==> config.mk <==
export PLATFORM = sky130hd
export DESIGN_NAME = tape_drive_option_parameters
export DESIGN_NICKNAME = d
export VERILOG_FILES = /design/src/common/tape_opt_pkg.sv /design/src/hw/kb_threshold_cmp.sv /design/src/hw/tape_drive_option_parameters.sv
export SDC_FILE = /design/constraint.sdc
export NUM_CORES = 1
export LEC_CHECK = 0
export ABC_AREA = 1
export BUFFER_PORTS_ARGS = -buffer_cell sky130_fd_sc_hd__buf_2
export CAP_MARGIN = 5
export CORE_AREA = 2 2 111 113
export CTS_CLUSTER_SIZE = 20
export DETAILED_ROUTE_END_ITERATION = 10
export DIE_AREA = 0 0 113 115
export GPL_TIMING_DRIVEN = 0
export PLACE_DENSITY = 0.79
export RECOVER_POWER = 25
export SETUP_SLACK_MARGIN = 0.15
export SLEW_MARGIN = 20
export SYNTH_ARGS = -nofsm -noshare
export SYNTH_HDL_FRONTEND = slang
export SYNTH_SLANG_ARGS = --single-unit
==> constraint.sdc <==
create_clock -name sys_clk -period 2.8 [get_ports sys_clk]
set_input_delay 0.42 -clock sys_clk [delete_from_list [all_inputs] [get_ports sys_clk]]
set_output_delay 0.42 -clock sys_clk [all_outputs]
set_load 0.02 [all_outputs]
==> src/common/tape_opt_pkg.sv <==
// package: constants and types of the drive option parameter block
package tape_opt_pkg;
  // ----------------------------------------------------------------
  // register offsets
  // ----------------------------------------------------------------
  localparam logic [2:0] OFS_OPTION_FLAGS = 3'h0;
  localparam logic [2:0] OFS_REGION_SEL = 3'h1;
  localparam logic [2:0] OFS_MOTION_THR = 3'h2;
  localparam logic [2:0] OFS_RECONN_THR = 3'h3;
  localparam logic [2:0] OFS_GAP_THR = 3'h4;
  // ----------------------------------------------------------------
  // field positions
  // ----------------------------------------------------------------
  localparam int BIT_CART_TYPE = 7;
  localparam int BIT_HOLD_CONN = 5;
  localparam int BIT_BUSY_SUPP = 3;
  localparam int BIT_FOUR_BYTE = 2;
  localparam int BIT_PARITY = 1;
  localparam int BIT_AUTOLOAD_INH = 0;
  localparam int BIT_EURO_CART = 0;
  localparam logic [7:0] FLAGS_USED_MASK = 8'hAF;
  localparam logic [7:0] REGION_USED_MASK = 8'h01;
  // ----------------------------------------------------------------
  // reset values and limits
  // ----------------------------------------------------------------
  localparam logic [7:0] MOTION_THR_RST = 8'h80;
  localparam logic [7:0] RECONN_THR_RST = 8'hA0;
  localparam logic [7:0] GAP_THR_RST = 8'h07;
  localparam logic [7:0] THR_MIN = 8'h20;
  localparam logic [7:0] THR_MAX = 8'hD0;
  localparam logic [7:0] GAP_THR_MAX = 8'h07;
  localparam logic [7:0] HOLD_RECONN_THR = 8'hA0;
  // one threshold count is one kilobyte
  localparam int KB_SHIFT = 10;
  localparam int FILL_W = 18;
  localparam int LEN_W = 24;
  localparam logic [LEN_W-1:0] HOLD_MAX_LEN = 24'h02_8000;
  localparam logic [1:0] STRAP_SETTLE = 2'h3;
  localparam logic [3:0] GAP_ONE = 4'h1;
  localparam logic [1:0] WORD_ALIGN_MASK = 2'h3;
  // ----------------------------------------------------------------
  // types
  // ----------------------------------------------------------------
  typedef enum logic [1:0] {
    CART_DOMESTIC = 2'h0,
    CART_EUROPEAN = 2'h1,
    CART_INTL_MIXED = 2'h2
  } cart_kind_type;
  typedef enum logic [1:0] {
    CMD_IDLE = 2'b00,
    CMD_HOLD = 2'b01,
    CMD_GO = 2'b11
  } cmd_state_type;
endpackage

==> src/hw/kb_threshold_cmp.sv <==
// module: buffer fill against a kilobyte threshold
`timescale 1ns/100ps
module kb_threshold_cmp (
  // clock and reset
  input wire logic sys_clk,
  input wire logic reset_n,
  // compare inputs
  input wire logic [7:0] thr_kb,
  input wire logic [tape_opt_pkg::FILL_W-1:0] level,
  // compare results
  output logic at_or_above_r,
  output logic at_or_below_r
);
  import tape_opt_pkg::*;

  logic [FILL_W-1:0] thr_bytes;

  // scale the kilobyte count to bytes
  always_comb begin
    thr_bytes = FILL_W'({thr_kb, {KB_SHIFT{1'b0}}});
  end

  // registered comparisons
  always_ff @(posedge sys_clk or negedge reset_n) begin
    if (!reset_n) begin
      at_or_above_r <= 1'b0;
      at_or_below_r <= 1'b0;
    end else begin
      at_or_above_r <= (level >= thr_bytes);
      at_or_below_r <= (level <= thr_bytes);
    end
  end
endmodule // kb_threshold_cmp

==> src/hw/tape_drive_option_parameters.sv <==
// module: drive option parameters and the logic they steer
// What this block does
// - cartridge and european bits pick autosizing type
// - cartridge type writable loaded or unloaded
// - hold connection caps transfers at 160 KB
// - hold connection: write waits for free space
// - hold connection: read waits for all data
// - busy suppression bit, default reports busy
// - suppressed busy holds command, status after motion
// - rewind-early and diagnostics still report busy
// - busy reported, bus released until reissue
// - read-ahead or flush queues without busy
// - four-byte disconnect alignment bit, default off
// - parity check bit, default off
// - autoload inhibit bit, powers up off
// - motion threshold default 80h, 20h to D0h
// - motion starts at threshold fill or drain
// - reconnect threshold default A0h, 20h to D0h
// - reconnect after threshold drained or filled
// - hold connection forces reconnect to 160 KB
// - gap threshold clamps at 07h, counts gaps
`timescale 1ns/100ps
module tape_drive_option_parameters (
  // clock and reset
  input wire logic sys_clk,
  input wire logic reset_n,
  // parameter byte port
  input wire logic param_wr_en,
  input wire logic [2:0] param_wr_index,
  input wire logic [7:0] param_wr_data,
  input wire logic [2:0] param_rd_index,
  output logic [7:0] param_rd_data_r,
  // switch pins
  input wire logic sw_cart_region,
  input wire logic sw_busy_suppression,
  input wire logic sw_four_byte,
  input wire logic sw_parity_check,
  // cartridge and motion pins
  input wire logic cart_inserted,
  // command status from the drive
  input wire logic cmd_arrive,
  input wire logic drive_busy,
  input wire logic read_ahead_active,
  input wire logic write_flush_active,
  input wire logic rewind_immed_active,
  input wire logic diag_active,
  input wire logic tape_moving,
  input wire logic rw_done,
  // transfer request
  input wire logic xfer_req,
  input wire logic xfer_is_write,
  input wire logic [tape_opt_pkg::LEN_W-1:0] xfer_len,
  // buffer state
  input wire logic [tape_opt_pkg::FILL_W-1:0] buf_fill,
  input wire logic [tape_opt_pkg::FILL_W-1:0] buf_free,
  input wire logic [tape_opt_pkg::FILL_W-1:0] buf_drained,
  input wire logic disconnected,
  // bus byte stream
  input wire logic bus_byte_valid,
  input wire logic [7:0] bus_byte,
  input wire logic bus_parity,
  input wire logic [1:0] bus_byte_count,
  // gap writing
  input wire logic gap_block_written,
  input wire logic data_block_written,
  input wire logic track_end,
  // option state
  output tape_opt_pkg::cart_kind_type cart_kind_r,
  output logic hold_connection_mode_r,
  output logic four_byte_disconnect_r,
  output logic parity_check_enable_r,
  output logic autoload_inhibit_r,
  // command handling
  output logic report_busy_r,
  output logic release_bus_r,
  output logic cmd_accept_r,
  output logic cmd_held_r,
  output logic rw_status_ok_r,
  // transfer gating
  output logic xfer_len_err_r,
  output logic xfer_start_r,
  // motion and bus control
  output logic motion_start_r,
  output logic reconnect_r,
  output logic disconnect_ok_r,
  output logic parity_err_r,
  output logic load_cartridge_r,
  output logic gap_stop_r
);
  import tape_opt_pkg::*;

  // ----------------------------------------------------------------
  // pin synchronisers
  // ----------------------------------------------------------------
  logic [4:0] pin_meta_r;
  logic [4:0] pin_sync_r;
  logic [1:0] settle_r;
  logic straps_done_r;
  logic cart_seen_r;

  // two flops on every pin
  always_ff @(posedge sys_clk or negedge reset_n) begin
    if (!reset_n) begin
      pin_meta_r <= '0;
      pin_sync_r <= '0;
    end else begin
      pin_meta_r <= {cart_inserted, sw_parity_check, sw_four_byte,
                     sw_busy_suppression, sw_cart_region};
      pin_sync_r <= pin_meta_r;
    end
  end

  // wait for synchronised straps after reset release
  always_ff @(posedge sys_clk or negedge reset_n) begin
    if (!reset_n) begin
      settle_r <= '0;
      straps_done_r <= 1'b0;
    end else if (!straps_done_r) begin
      settle_r <= settle_r + 2'h1;
      straps_done_r <= (settle_r == STRAP_SETTLE);
    end
  end

  // ----------------------------------------------------------------
  // option registers
  // ----------------------------------------------------------------
  logic [7:0] flags_r;
  logic [7:0] region_r;
  logic [7:0] motion_thr_r;
  logic [7:0] reconn_thr_r;
  logic [7:0] gap_thr_r;
  logic strap_load;

  assign strap_load = (settle_r == STRAP_SETTLE) && !straps_done_r;

  // bound a threshold write to the legal range
  function automatic logic [7:0] clamp_thr(input logic [7:0] v);
    if (v < THR_MIN) begin
      clamp_thr = THR_MIN;
    end else if (v > THR_MAX) begin
      clamp_thr = THR_MAX;
    end else begin
      clamp_thr = v;
    end
  endfunction

  // flag byte and region byte
  always_ff @(posedge sys_clk or negedge reset_n) begin
    if (!reset_n) begin
      flags_r <= '0;
      region_r <= '0;
    end else if (strap_load) begin
      flags_r[BIT_BUSY_SUPP] <= pin_sync_r[1];
      flags_r[BIT_FOUR_BYTE] <= pin_sync_r[2];
      flags_r[BIT_PARITY] <= pin_sync_r[3];
      region_r[BIT_EURO_CART] <= pin_sync_r[0];
    end else if (param_wr_en) begin
      if (param_wr_index == OFS_OPTION_FLAGS) begin
        flags_r <= param_wr_data & FLAGS_USED_MASK;
      end
      if (param_wr_index == OFS_REGION_SEL) begin
        region_r <= param_wr_data & REGION_USED_MASK;
      end
    end
  end

  // threshold bytes
  always_ff @(posedge sys_clk or negedge reset_n) begin
    if (!reset_n) begin
      motion_thr_r <= MOTION_THR_RST;
      reconn_thr_r <= RECONN_THR_RST;
      gap_thr_r <= GAP_THR_RST;
    end else if (param_wr_en) begin
      if (param_wr_index == OFS_MOTION_THR) begin
        motion_thr_r <= clamp_thr(param_wr_data);
      end
      if (param_wr_index == OFS_RECONN_THR && !flags_r[BIT_HOLD_CONN]) begin
        reconn_thr_r <= clamp_thr(param_wr_data);
      end
      if (param_wr_index == OFS_GAP_THR) begin
        gap_thr_r <= param_wr_data;
      end
    end
  end

  // readback of the parameter bytes
  always_ff @(posedge sys_clk or negedge reset_n) begin
    if (!reset_n) begin
      param_rd_data_r <= '0;
    end else begin
      case (param_rd_index)
        OFS_OPTION_FLAGS: param_rd_data_r <= flags_r;
        OFS_REGION_SEL: param_rd_data_r <= region_r;
        OFS_MOTION_THR: param_rd_data_r <= motion_thr_r;
        OFS_RECONN_THR: param_rd_data_r <= reconn_thr_r;
        OFS_GAP_THR: param_rd_data_r <= gap_thr_r;
        default: param_rd_data_r <= '0;
      endcase
    end
  end

  // ----------------------------------------------------------------
  // decoded options
  // ----------------------------------------------------------------
  logic hold_mode;
  logic busy_supp;
  logic [7:0] reconn_eff;

  assign hold_mode = flags_r[BIT_HOLD_CONN];
  assign busy_supp = flags_r[BIT_BUSY_SUPP];
  assign reconn_eff = hold_mode ? HOLD_RECONN_THR : reconn_thr_r;

  // option outputs
  always_ff @(posedge sys_clk or negedge reset_n) begin
    if (!reset_n) begin
      cart_kind_r <= CART_DOMESTIC;
      hold_connection_mode_r <= 1'b0;
      four_byte_disconnect_r <= 1'b0;
      parity_check_enable_r <= 1'b0;
      autoload_inhibit_r <= 1'b0;
    end else begin
      if (flags_r[BIT_CART_TYPE]) begin
        cart_kind_r <= CART_INTL_MIXED;
      end else if (region_r[BIT_EURO_CART]) begin
        cart_kind_r <= CART_EUROPEAN;
      end else begin
        cart_kind_r <= CART_DOMESTIC;
      end
      hold_connection_mode_r <= hold_mode;
      four_byte_disconnect_r <= flags_r[BIT_FOUR_BYTE];
      parity_check_enable_r <= flags_r[BIT_PARITY];
      autoload_inhibit_r <= flags_r[BIT_AUTOLOAD_INH];
    end
  end

  // ----------------------------------------------------------------
  // command arrival and busy handling
  // ----------------------------------------------------------------
  cmd_state_type cmd_state_r;
  logic hard_busy;
  logic soft_busy;

  assign hard_busy = rewind_immed_active || diag_active;
  assign soft_busy = drive_busy || read_ahead_active || write_flush_active;

  // command state machine
  always_ff @(posedge sys_clk or negedge reset_n) begin
    if (!reset_n) begin
      cmd_state_r <= CMD_IDLE;
      report_busy_r <= 1'b0;
      release_bus_r <= 1'b0;
      cmd_accept_r <= 1'b0;
    end else begin
      report_busy_r <= 1'b0;
      release_bus_r <= 1'b0;
      cmd_accept_r <= 1'b0;
      case (cmd_state_r)
        CMD_IDLE: begin
          if (cmd_arrive) begin
            if (hard_busy) begin
              report_busy_r <= 1'b1;
              release_bus_r <= 1'b1;
            end else if (read_ahead_active || write_flush_active) begin
              cmd_state_r <= CMD_HOLD;
            end else if (drive_busy && !busy_supp) begin
              report_busy_r <= 1'b1;
              release_bus_r <= 1'b1;
            end else if (drive_busy) begin
              cmd_state_r <= CMD_HOLD;
            end else begin
              cmd_state_r <= CMD_GO;
            end
          end
        end
        CMD_HOLD: begin
          if (!soft_busy && !hard_busy && !tape_moving) begin
            cmd_state_r <= CMD_GO;
          end
        end
        CMD_GO: begin
          cmd_accept_r <= 1'b1;
          cmd_state_r <= CMD_IDLE;
        end
        default: cmd_state_r <= CMD_IDLE;
      endcase
    end
  end

  // held flag and ending status release
  always_ff @(posedge sys_clk or negedge reset_n) begin
    if (!reset_n) begin
      cmd_held_r <= 1'b0;
      rw_status_ok_r <= 1'b0;
    end else begin
      cmd_held_r <= (cmd_state_r == CMD_HOLD);
      rw_status_ok_r <= rw_done && (!busy_supp || !tape_moving);
    end
  end

  // ----------------------------------------------------------------
  // hold connection transfer gating
  // ----------------------------------------------------------------
  logic xfer_pend_r;
  logic pend_write_r;
  logic [LEN_W-1:0] pend_len_r;
  logic len_fits;

  assign len_fits = (pend_len_r <= LEN_W'(buf_free)) || !pend_write_r;

  // capture a request and release it when room or data is there
  always_ff @(posedge sys_clk or negedge reset_n) begin
    if (!reset_n) begin
      xfer_pend_r <= 1'b0;
      pend_write_r <= 1'b0;
      pend_len_r <= '0;
      xfer_len_err_r <= 1'b0;
      xfer_start_r <= 1'b0;
    end else begin
      xfer_len_err_r <= 1'b0;
      xfer_start_r <= 1'b0;
      if (xfer_req) begin
        if (hold_mode && xfer_len > HOLD_MAX_LEN) begin
          xfer_len_err_r <= 1'b1;
        end else if (!hold_mode) begin
          xfer_start_r <= 1'b1;
        end else begin
          xfer_pend_r <= 1'b1;
          pend_write_r <= xfer_is_write;
          pend_len_r <= xfer_len;
        end
      end else if (xfer_pend_r) begin
        if (pend_write_r && len_fits) begin
          xfer_pend_r <= 1'b0;
          xfer_start_r <= 1'b1;
        end
        if (!pend_write_r && pend_len_r <= LEN_W'(buf_fill)) begin
          xfer_pend_r <= 1'b0;
          xfer_start_r <= 1'b1;
        end
      end
    end
  end

  // ----------------------------------------------------------------
  // motion and reconnect thresholds
  // ----------------------------------------------------------------
  logic fill_ge_motion;
  logic fill_le_motion;
  logic fill_ge_reconn;
  logic drain_ge_reconn;

  kb_threshold_cmp u_motion_cmp (
    .sys_clk(sys_clk),
    .reset_n(reset_n),
    .thr_kb(motion_thr_r),
    .level(buf_fill),
    .at_or_above_r(fill_ge_motion),
    .at_or_below_r(fill_le_motion)
  );

  kb_threshold_cmp u_reconn_fill_cmp (
    .sys_clk(sys_clk),
    .reset_n(reset_n),
    .thr_kb(reconn_eff),
    .level(buf_fill),
    .at_or_above_r(fill_ge_reconn),
    .at_or_below_r()
  );

  kb_threshold_cmp u_reconn_drain_cmp (
    .sys_clk(sys_clk),
    .reset_n(reset_n),
    .thr_kb(reconn_eff),
    .level(buf_drained),
    .at_or_above_r(drain_ge_reconn),
    .at_or_below_r()
  );

  // start motion and reconnect decisions
  always_ff @(posedge sys_clk or negedge reset_n) begin
    if (!reset_n) begin
      motion_start_r <= 1'b0;
      reconnect_r <= 1'b0;
    end else begin
      // write fills up, read drains down
      motion_start_r <= !tape_moving &&
                        (xfer_is_write ? fill_ge_motion : fill_le_motion);
      reconnect_r <= disconnected &&
                     (xfer_is_write ? drain_ge_reconn : fill_ge_reconn);
    end
  end

  // ----------------------------------------------------------------
  // bus byte checks and autoload
  // ----------------------------------------------------------------
  // disconnect points, parity and insertion edge
  always_ff @(posedge sys_clk or negedge reset_n) begin
    if (!reset_n) begin
      disconnect_ok_r <= 1'b1;
      parity_err_r <= 1'b0;
      load_cartridge_r <= 1'b0;
      cart_seen_r <= 1'b0;
    end else begin
      disconnect_ok_r <= !flags_r[BIT_FOUR_BYTE] ||
                         ((bus_byte_count & WORD_ALIGN_MASK) == 2'h0);
      parity_err_r <= bus_byte_valid && flags_r[BIT_PARITY] &&
                      ((^bus_byte) == bus_parity);
      cart_seen_r <= pin_sync_r[4];
      load_cartridge_r <= pin_sync_r[4] && !cart_seen_r &&
                          !flags_r[BIT_AUTOLOAD_INH];
    end
  end

  // ----------------------------------------------------------------
  // gap block limit
  // ----------------------------------------------------------------
  logic [3:0] gap_count_r;
  logic [3:0] gap_limit;

  assign gap_limit = (gap_thr_r > GAP_THR_MAX) ? 4'(GAP_THR_MAX) + GAP_ONE :
                     4'(gap_thr_r) + GAP_ONE;

  always_ff @(posedge sys_clk or negedge reset_n) begin
    if (!reset_n) begin
      gap_count_r <= '0;
      gap_stop_r <= 1'b0;
    end else begin
      gap_stop_r <= 1'b0;
      if (data_block_written) begin
        gap_count_r <= '0;
      end else if (gap_thr_r == 8'h00) begin
        gap_stop_r <= track_end;
      end else if (gap_block_written) begin
        if (gap_count_r + GAP_ONE >= gap_limit) begin
          gap_stop_r <= 1'b1;
          gap_count_r <= '0;
        end else begin
          gap_count_r <= gap_count_r + GAP_ONE;
        end
      end
    end
  end
endmodule // tape_drive_option_parameters

After elaboration in Yosys (flattened, before gate mapping)
Index checks and enable logic that the tools add are counted.
W data, S select, Z words.
Storage, ports and cells
  word-level logic and storage cells: 176
  input bits: 126
  register bits: 107
  output and inout bits: 27
Cells by class
  $lt $le $gt $ge: 11
  reductions and logical operators: 52
  mux-type cells: 51
  $add $sub $neg: 3
  eq/ne operators: 19
  bitwise operators: 2
Operators by type and width (count)
  $ge A18 B18 Y1: 3
  $le A24 B18 Y1: 2
  $pmux W8 S5: 1
  $mux W1: 31
  $mux W4: 7
  $gt A24 B18 Y1 const B: 1
  $mux W8: 3
  $le A18 B18 Y1: 1
  $logic_and A1 B1 Y1: 15
  $mux W2: 7
  $reduce_and A2 Y1: 7
  $eq A3 B2 Y1 const B: 4
  $logic_not A1 Y1: 10
  $ne A2 B2 Y1 const B: 5
  $add A4 B1 Y4 const B: 2
  $gt A8 B3 Y1 const B: 1
  $gt A8 B8 Y1 const B: 1
  $logic_not A8 Y1: 1
  $lt A8 B6 Y1 const B: 1
  $reduce_bool A2 Y1: 4
  $reduce_xor A8 Y1: 1
  $logic_or A1 B1 Y1: 7
  $eq A3 B1 Y1 const B: 2
  $eq A3 B3 Y1 const B: 2
  other kinds (14): 19

Longest topological paths before layout
Gate-level depths: netlist (run 1).
  depth after elaboration: 7
  depth in mapped cells: 15
  gate-level depth less buffers: 15

By module
A second synthesis (run 1) with hierarchy kept.
Unflattened totals
  cells, all modules: 810
  area total of the unflattened synthesis: 6476.2 um^2
By module, submodules not included
  tape_drive_option_parameters: cells each 654, sequential area each 2586.2 um^2, times used 1, area an instance 5519.0 um^2
  kb_threshold_cmp: cells each 52, sequential area each 50.0 um^2, times used 3, area an instance 319.1 um^2

Worst setup path after synthesis (run 1)
No wires, ideal clock.
  path type: flip-flop to flip-flop
  start: reg gap_thr_r[0]
  end: reg gap_count_r[3]
  period minus slack after synthesis: 2.008 ns
  arrival time: 1.926 ns
  cell stages (with the launch flop): 12
  required time: 2.717 ns
  setup slack: 0.792 ns
  buffers on the path: 0
  cells stage by stage: dfstp_2 inv_1 ha_1 nand2_1 ha_1 inv_1 nor2_1 o21ai_0 nand3_1 nor3_1 nand2_1 o21ai_0
On the way
  cells in the longest elaborated chain, start to end: 7
Ends and longest elaborated chain
  from (decl): line tape_drive_option_parameters.sv:131  | logic [7:0] gap_thr_r;
  from (signal assigned): line tape_drive_option_parameters.sv:181  | gap_thr_r <= param_wr_data;
  $gt A8 B3 Y1 or $add A4 B1 Y4 (tied branches): line tape_drive_option_parameters.sv:420, tape_drive_option_parameters.sv:421
  $mux W4: line tape_drive_option_parameters.sv:420  | assign gap_limit = (gap_thr_r > GAP_THR_MAX) ? 4'(GAP_THR_MAX) + GAP_ONE :
  $ge A4 B4 Y1: line tape_drive_option_parameters.sv:434  | if (gap_count_r + GAP_ONE >= gap_limit) begin
  $mux W4: line tape_drive_option_parameters.sv:434
  $mux W4: line tape_drive_option_parameters.sv:433  | end else if (gap_block_written) begin
  $mux W4: line tape_drive_option_parameters.sv:431  | end else if (gap_thr_r == 8'h00) begin
  $mux W4: line tape_drive_option_parameters.sv:429  | if (data_block_written) begin
  to (signal assigned): line tape_drive_option_parameters.sv:438  | gap_count_r <= gap_count_r + GAP_ONE;
  to (decl): line tape_drive_option_parameters.sv:417  | logic [3:0] gap_count_r;
Several ways; a longest one is shown, not always the timed one. The select of a mux whose other input is x is not followed.
A chain may end at the register's enable or synchronous reset.

Worst setup path in the final report (run 1)
  start: reg gap_thr_r[0]
  end: reg gap_count_r[0]
The elaborated chain is that of the path after synthesis.

==> insert_results.sql, run 1 <==
INSERT INTO impl_metrics (metric_group, metric, value, unit) VALUES
('status', 'outcome', 'finished, violations left', ''),
('status', 'violations', 'DRC, capacitance limit, slew limit', ''),
('timing', 'transition_time_at_the_pin_with_the_least_slew_margin', '1.76', 'ns'),
('global_route', 'grt_start_max_net_pins', '80', ''),
('setup_path', 'timing.critical_path.cells', 'inv_1 -> ha_1 -> nand2_1 -> ha_1 -> inv_1 -> nor2_1 -> o21ai_0 -> nand3_1 -> nor3_1 -> nand2_1 -> o21ai_0', ''),
('timing', 'fmax', '443', 'MHz'),
('routing', 'vias_per_cell', '5.12', ''),
('timing', 'final.period_utilization', '80.5', '%'),
('finish', 'area_delta_synth_final', '21.0', '%'),
('cts', 'clk_pin_slew_worst_paths', '0.08', 'ns'),
('logic_synthesis', 'synth.ff_latch_count', '107', ''),
('cts', 'maximum_level_of_the_cts_h_tree', '3', ''),
('logic_synthesis', 'synth_cells', '741', ''),
('pwr', 'power.density_cell_area', '571', 'nW/um^2'),
('setup_path', 'slowest_stage', 'sky130_fd_sc_hd__dfstp_2', ''),
('pwr', 'ir_drop', '0.000380', 'V'),
('global_route', 'grt.overflow.total', '0', ''),
('setup_path', 'reg2reg_from', 'gap_thr_r[0]', ''),
('logic_synthesis', 'synth-seq-area-share', '43.1', '%'),
('routing', 'wl_per_cell', '13.9', 'um'),
('timing', 'report.final.setup_viol', '0', ''),
('routing', 'drt_pass1_iterations', '8', ''),
('cts', 'number_of_sinks_driven_by_the_clock_tree', '107', ''),
('finish', 'final_core_utilization', '63.8', '%'),
('setup_path', 'timing.reg2reg.setup_slack', '0.54', 'ns'),
('global_route', 'first_pass_grt_wire_length', '23900', 'um'),
('min_path', 'hp-start', 'sw_parity_check', ''),
('timing', 'post-route-min-period', '2.26', 'ns'),
('cts', 'cts_resized', '0', ''),
('pwr', 'static-leakage-power', '4.18', 'nW'),
('setup_path', 'startpoint_type', 'flip-flop', ''),
('floorplanning', 'core.rowCount', '40', ''),
('cts', 'cts_made_buffers', '9', ''),
('timing', 'slew-limit-headroom', '-17.4', '%'),
('timing', 'timing_hold_violations_final', '0', ''),
('global_route', 'groute.usage.overall', '23.6', '%'),
('timing', 'timing.final.max_slew_violations', '29', ''),
('routing', 'total_via_count_after_detailed_routing', '5423', ''),
('routing', 'first_iter_violations', '289', ''),
('floorplanning', 'die_ht', '115', 'um'),
('timing', 'setup_total_negative_slack', '0', 'ns'),
('setup_path', 'slowest_delay', '0.57', 'ns'),
('setup_path', 'cp_data_required_time', '3.07', 'ns'),
('cts', 'clockBufferDepth', '2', ''),
('min_path', 'worst_hold_path_type', 'input pin to flip-flop', ''),
('place', 'place.detailed.hpwl', '11900', 'um'),
('pwr', 'finalPower', '4.30', 'mW'),
('routing', 'route.antenna.remaining_nets', '0', ''),
('min_path', 'hold_end', 'pin_meta_r[3]', ''),
('timing', 'grt_setup_unrepaired', 'no', ''),
('setup_path', 'crit_fanout', '5', ''),
('logic_synthesis', 'synth-warning-count', '0', ''),
('floorplanning', 'core_area', '11800', 'sq um'),
('finish', 'most-common-layout-cells', 'sky130_fd_sc_hd__nand2_1, sky130_fd_sc_hd__buf_2, sky130_fd_sc_hd__inv_1', ''),
('place', 'gpl.final_weighted_congestion', '0.922', ''),
('cts', 'clk_latency', '0.35', 'ns'),
('finish', 'final_net_count', '1100', ''),
('finish', 'layout.cells.most_common', 'sky130_fd_sc_hd__nand2_1', ''),
('routing', 'drc_errors', '8', ''),
('run', 'max_cap_violations', '1', ''),
('cts', 'cts_root_buffer', 'sky130_fd_sc_hd__clkbuf_16', ''),
('timing', 'fin_worst_skew', '0.00811', 'ns'),
('floorplanning', 'design.die.area', '13000', 'sq um'),
('floorplanning', 'pin_count', '153', ''),
('floorplanning', 'initial_core_util', '52.7', '%'),
('setup_path', 'critical_path.reg2reg.endpoint', 'gap_count_r[0]', ''),
('setup_path', 'worstSetupEndpointType', 'flip-flop', ''),
('place', 'portBuffers', '152', ''),
('logic_synthesis', 'synth_cell_types', '42', ''),
('setup_path', 'criticalPathCategory', 'flip-flop to flip-flop', ''),
('logic_synthesis', 'syn_nets', '935', ''),
('global_route', 'antenna_violations_before_repair', '1', ''),
('setup_path', 'cp.arrival', '2.52', 'ns'),
('cts', 'tritoncts_clock_tree', 'yes', ''),
('min_path', 'cells_on_worst_hold_path', '1', ''),
('logic_synthesis', 'synthesis.area_per_instance', '8.40', 'sq um'),
('setup_path', 'worstRegToRegCells', '11', ''),
('routing', 'totalWireLength', '14700', 'um'),
('finish', 'share_of_final_layout_standard_cells_stronger_than_drive_strength_1', '23.7', '%'),
('setup_path', 'crit_path_start', 'gap_thr_r[0]', ''),
('global_route', 'first_global_vias', '5156', ''),
('logic_synthesis', 'syn_area', '6230', 'sq um'),
('floorplanning', 'die_x', '113', 'um');
==> power breakdown <==
group	internal, mW	switching (mW)
Sequential	1.78	0.151
Clock	0.727	0.634
Combinational	0.400	0.611
==> cells by family (layout without fill, tap and decap cells) <==
group	after synthesis	in the layout	share of synthesized area [%]
flops	107	107	43.1
compound gates	113	113	11.5
mux	1	1	0.181
simple gates	298	298	20.8
other cells	0	1	0
xor+xnor	11	11	1.55
buf+inv	143	313	9.18
fa+ha+maj	68	68	13.7
==> how the worst max path moves through the flow <==
| stage | endpoint | slack (ns) | cells after the start |
|---|---|---|---|
| 6_report | gap_count_r[0] | 0.54 | 11 |
| 5_1_grt | gap_thr_r[0] | 0.23 | 3 |
| 4_1_cts | gap_count_r[0] | 0.54 | 11 |
| 3_5_place_dp | gap_count_r[0] | 0.56 | 11 |
| 3_3_place_gp | gap_count_r[0] | 0.12 | 1 |
| 2_1_floorplan | gap_count_r[3] | 0.79 | 11 |
==> cells in the mapped netlist, drive strengths merged <==
cell	number	area (sq um)
o2111ai	4	35.0
dfrtp	100	2500
a21boi	2	15.0
nand3b	2	15.0
a221oi	1	8.76
o311ai	1	8.76
o211ai	4	30.0
nor2	57	219
buf	7	58.8
xnor2	7	61.3
nand4	15	93.8
a21oi	29	156
ha	68	851
a31oi	1	6.26
o22ai	4	25.0
xor2	4	35.0
o31ai	1	7.51
nor3	9	45.0
inv	134	505
nor3b	2	15.0
dfstp	7	184
o221ai	1	8.76
and3	1	6.26
mux2	1	11.3
o21a	1	7.51
a221o	3	30.0
nand3	31	160
a21o	5	37.5
nor4	5	46.3
o21ai	56	340
nand2	176	693
clkbuf	2	7.51
==> metal layers <==
| layer | share of wire (%) | routed length (um) | track usage [%] | vias to the layer above |
|---|---|---|---|---|
| met2 | 50 | 7320 | 41.5 | 166 |
| met3 | 5.6 | 818 | 3.48 | 33 |
| li1 | - | - | - | 2738 |
| met4 | 3.4 | 495 | 10.6 | 0 |
| met1 | 41 | 6080 | 29.1 | 2486 |
| met5 | 0 | 0 | 0 | - |
==> critical path: cells and delay by family, from the launching register on <==
family	cells	cell delay (ns)
AND/OR/NAND/NOR	5	0.66
adder cells (fa/ha/maj)	2	0.58
flip-flops	1	0.57
AO/OA/AOI/OAI	2	0.22
buffers and inverters	2	0.13
==> layout make-up <==
class                      count  area [sq um]
timing repair buffer         154           795
sequential                   107          2690
antenna                        1          2.50
inverter                     134           505
clock inverter                 7           103
buffer                         9          65.1
fill                        1032          4280
clock buffer                   9           225
tap                          147           184
multi-input combinational    491          2970
==> through the flow <==
step	instances	instance area [sq um]	hold WS [ns]	worst slack, ns
after floorplan	741	6230	0.124	0.792
after global placement	1040	7170	0.334	0.115
after detailed placement	1041	7210	0.320	0.556
after CTS	1058	7540	0.158	0.538
after global routing	1059	7530	0.149	0.234
final	1059	7530	0.168	0.545
==> sequential cells by signal (all words and copies together), names as in the netlist, 2 cells and up <==
name,count
cmd_state_r,2
motion_thr_r,8
settle_r,2
cart_kind_r,2
gap_count_r,4
param_rd_data_r,8
reconn_thr_r,8
gap_thr_r,8
flags_r,6
pin_sync_r,5
pend_len_r,24
pin_meta_r,5
==> what timing repair did <==
action                                 CTS  global route
endpoints found under the hold margin   28             0
hold buffers                             1             0
buffers inserted                         0             0
(Power assumes the default switching activity.)
==> run 2, diff against run 1 <==
- ABC_AREA: 1 -> 0
- CORE_AREA: 2 2 111 113 -> 2 2 109 111
- DIE_AREA: 0 0 113 115 -> 0 0 111 113
- PLACE_DENSITY: 0.79 -> 0.8
- clock period: 2.8 -> 2.1 ns (I/O delays scaled with it)
==> run 2 against run 1 <==
Compared with the run above: the flow finishes with violations (setup timing); sequential share of layout area fell by 0.66 points; sequential cell count did not move; highest routed layer unchanged; sequential power rose by 33%; utilization rose by 4.4 points; critical path type unchanged.
==> insert_results.sql, run 2 <==
INSERT INTO impl_metrics (metric_group, metric, value, unit) VALUES
('setup_path', 'slowest_delay', '0.53', 'ns'),
('logic_synthesis', 'synth.ff_latch_count', '107', ''),
('logic_synthesis', 'synth-seq-area-share', '44.8', '%'),
('run', 'max_cap_violations', '0', ''),
('status', 'violations', 'setup timing', ''),
('timing', 'fmax', '359', 'MHz'),
('place', 'portBuffers', '150', ''),
('logic_synthesis', 'post_synth_most_frequent_cells', 'sky130_fd_sc_hd__dfrtp_1, sky130_fd_sc_hd__ha_1, sky130_fd_sc_hd__inv_1', ''),
('setup_path', 'cp.arrival', '3.06', 'ns'),
('floorplanning', 'design.die.area', '12500', 'sq um'),
('logic_synthesis', 'synth-warning-count', '0', ''),
('timing', 'fin_worst_skew', '0.00886', 'ns'),
('global_route', 'first_pass_grt_wire_length', '25400', 'um'),
('min_path', 'cells_on_worst_hold_path', '1', ''),
('timing', 'finalHoldWorstSlack', '0.0599', 'ns'),
('pwr', 'power.density_cell_area', '761', 'nW/um^2'),
('cts', 'tritoncts_clock_tree', 'yes', ''),
('routing', 'drc_errors', '0', ''),
('min_path', 'worst_hold_path_type', 'input pin to flip-flop', ''),
('cts', 'cts_root_buffer', 'sky130_fd_sc_hd__clkbuf_16', ''),
('place', 'dpl_cell_area', '6980', 'sq um'),
('logic_synthesis', 'syn_area', '5990', 'sq um'),
('logic_synthesis', 'synth_largest_type_area_fraction', '41.7', '%'),
('pwr', 'cellInternalPower', '4.04', 'mW'),
('timing', 'timing.final.max_slew_violations', '0', ''),
('pwr', 'ir_drop', '0.000517', 'V'),
('min_path', 'hold_end', 'pin_meta_r[0]', ''),
('logic_synthesis', 'synthMostInstantiatedCell', 'sky130_fd_sc_hd__dfrtp_1', ''),
('place', 'gpl.final_weighted_congestion', '0.853', ''),
('cts', 'number_of_sinks_driven_by_the_clock_tree', '107', ''),
('setup_path', 'slowest_stage', 'sky130_fd_sc_hd__or4_4', ''),
('status', 'outcome', 'finished, violations left', ''),
('timing', 'setup_total_negative_slack', '-3.09', 'ns'),
('timing', 'final.period_utilization', '132', '%'),
('setup_path', 'cp_common_cell', 'sky130_fd_sc_hd__a21o_1', ''),
('setup_path', 'cell_family_contributing_the_most_delay_on_the_critical_path', 'simple AND/OR/NAND/NOR gates', ''),
('global_route', 'groute.usage.overall', '25.8', '%'),
('finish', 'antenna_cells_inserted', '0', ''),
('pwr', 'p_switching', '1.81', 'mW'),
('logic_synthesis', 'synth_cell_types', '67', ''),
('timing', 'report.final.setup_viol', '7', ''),
('setup_path', 'crit_fanout', '5', ''),
('routing', 'wl_met3', '1020', 'um'),
('setup_path', 'critical_path.reg2reg.endpoint', 'gap_count_r[2]', ''),
('setup_path', 'worstRegToRegCells', '10', ''),
('pwr', 'static-leakage-power', '3.95', 'nW'),
('cts', 'clk_pin_slew_worst_paths', '0.08', 'ns'),
('setup_path', 'reg2reg_from', 'gap_thr_r[7]', ''),
('logic_synthesis', 'syn_nets', '756', ''),
('floorplanning', 'core_area', '11300', 'sq um'),
('timing', 'setup_slack', '-0.682', 'ns'),
('place', 'dpl.cell_count', '856', ''),
('logic_synthesis', 'synth_top_area_cell', 'sky130_fd_sc_hd__dfrtp_1', ''),
('routing', 'wl_per_cell', '17.9', 'um'),
('routing', 'first_iter_violations', '356', ''),
('finish', 'area_delta_synth_final', '28.1', '%'),
('logic_synthesis', 'synth_top_flop_cell', 'sky130_fd_sc_hd__dfrtp_1', ''),
('setup_path', 'startpoint_type', 'flip-flop', ''),
('pwr', 'switching_share', '30.9', '%'),
('cts', 'clockBufferDepth', '2', ''),
('place', 'place.detailed.hpwl', '11800', 'um'),
('global_route', 'grt.overflow.total', '0', ''),
('finish', 'largest_register_ff_count', '24', ''),
('logic_synthesis', 'synth-edff-count', '0', ''),
('floorplanning', 'die_ht', '113', 'um'),
('routing', 'wl_met1', '6500', 'um'),
('pwr', 'power.share.combinational', '25.7', '%'),
('finish', 'most-common-layout-cells', 'sky130_fd_sc_hd__buf_2, sky130_fd_sc_hd__dfrtp_1, sky130_fd_sc_hd__ha_1', ''),
('routing', 'totalWireLength', '15900', 'um'),
('finish', 'final_design_area_excluding_fillers', '7680', 'sq um'),
('logic_synthesis', 'synth_async_sr_flop_share', '100', '%'),
('cts', 'cts_made_buffers', '9', ''),
('setup_path', 'critical_path.n_buffers_inverters', '0', ''),
('floorplanning', 'core.rowCount', '39', ''),
('routing', 'route.top_layer_used', 'met4', ''),
('timing', 'slew-limit-headroom', '12.0', '%'),
('pwr', 'clock_power_share', '30.4', '%'),
('setup_path', 'criticalPathCategory', 'flip-flop to flip-flop', ''),
('finish', 'final_net_count', '936', ''),
('logic_synthesis', 'synthesis.area_per_instance', '10.7', 'sq um'),
('timing', 'timing_hold_violations_final', '0', ''),
('timing', 'post-route-min-period', '2.78', 'ns'),
('logic_synthesis', 'ys_top_cells_by_area', 'sky130_fd_sc_hd__dfrtp_1, sky130_fd_sc_hd__ha_1, sky130_fd_sc_hd__mux2_2', ''),
('setup_path', 'cp_data_required_time', '2.38', 'ns'),
('setup_path', 'timing.reg2reg.setup_slack', '-0.68', 'ns'),
('pwr', 'share_of_power_burned_in_registers', '43.9', '%'),
('global_route', 'first_global_vias', '5248', ''),
('finish', 'layout.cells.most_common', 'sky130_fd_sc_hd__buf_2', ''),
('floorplanning', 'initial_core_util', '53.2', '%'),
('finish', 'share_of_final_layout_standard_cells_stronger_than_drive_strength_1', '36.4', '%'),
('finish', 'final_core_utilization', '68.1', '%'),
('global_route', 'grt_start_max_net_pins', '57', ''),
('routing', 'drt_pass1_iterations', '6', ''),
('finish', 'max_flop_register', 'pend_len_r', ''),
('timing', 'grt_setup_unrepaired', 'yes', ''),
('finish', 'final_cell_count_no_fill', '890', ''),
('logic_synthesis', 'synth_cells', '562', ''),
('global_route', 'antenna_violations_before_repair', '0', ''),
('routing', 'detailroute.wirelength.met2', '7810', 'um'),
('setup_path', 'timing.critical_path.cells', 'or4_4 -> or2_4 -> nor2_2 -> ha_1 -> nand2b_4 -> a21o_1 -> a21o_1 -> a2111oi_4 -> a21oi_1 -> mux2i_1', ''),
('routing', 'total_via_count_after_detailed_routing', '5089', ''),
('timing', 'transition_time_at_the_pin_with_the_least_slew_margin', '1.32', 'ns'),
('cts', 'maximum_level_of_the_cts_h_tree', '3', ''),
('min_path', 'hp-start', 'sw_cart_region', ''),
('routing', 'route.antenna.remaining_nets', '0', ''),
('floorplanning', 'die_x', '111', 'um'),
('floorplanning', 'pin_count', '153', ''),
('cts', 'clk_latency', '0.35', 'ns'),
('routing', 'vias_per_cell', '5.72', ''),
('setup_path', 'worstSetupEndpointType', 'flip-flop', '');
==> run 2: worst max path at each step <==
stage                  from        endpoint  slack (ns)  depth (start not counted)
6_report       gap_thr_r[7]  gap_count_r[2]       -0.68                         10
5_1_grt        gap_thr_r[5]  gap_count_r[2]       -0.78                         10
4_1_cts        gap_thr_r[5]  gap_count_r[2]       -0.70                         10
3_5_place_dp   gap_thr_r[5]  gap_count_r[2]       -0.73                         10
3_3_place_gp   gap_thr_r[5]  gap_count_r[2]       -0.65                         10
2_1_floorplan  gap_thr_r[5]  gap_count_r[2]       -0.49                         10
==> run 2: repair_timing <==
item / 4_1_cts / 5_1_grt
pin swaps: 19 / 13
setup buffers: 12 / 4
hold buffers: 1 / 0
hold endpoints to repair: 44 / 0
gates resized for setup: 30 / 23
cloned: 1 / 0
setup endpoints to repair: 25 / 27
==> run 2: kinds of logic (layout without fill, tap and decap cells) <==
family	Yosys count	count (layout)	share of synthesized area, %
AND/OR/NAND/NOR	155	155	14.3
buffers and inverters	66	251	4.40
AO/OA/AOI/OAI	106	106	10.9
XOR/XNOR	12	12	1.75
flip-flops	107	107	44.8
multiplexers	48	48	9.60
adder cells (fa/ha/maj)	68	68	14.2
==> run 2: power by group through the flow <==
stage | Combinational, mW | Clock, mW | Sequential (mW)
final | 1.50 | 1.78 | 2.57
after global routing | 1.65 | 1.87 | 2.60
after CTS | 1.43 | 1.79 | 2.56
after detailed placement | 1.28 | 0 | 2.60
after global placement | 1.20 | 0 | 2.58
after floorplan | 0.703 | 0 | 2.63
==> run 2: cell type report <==
class                      count  area (sq um)
clock buffer                  10           239
tap                          143           179
fill                         814          3590
buffer                        14          91.3
multi-input combinational    389          3290
sequential                   107          2690
timing repair buffer         169           915
clock inverter                 6          82.6
inverter                      52           195
==> run 2: through the flow <==
| stage | setup WS [ns] | power, mW |
|---|---|---|
| after floorplan | -0.488 | 3.33 |
| after global placement | -0.650 | 3.78 |
| after detailed placement | -0.726 | 3.88 |
| after CTS | -0.704 | 5.78 |
| after global routing | -0.779 | 6.12 |
| final | -0.682 | 5.85 |
==> run 2: routing by layer <==
metal,track usage [%],up-vias
li1,-,2355
met1,31.9,2427
met2,44.3,243
met3,4.61,64
met4,12.2,0
met5,0,-
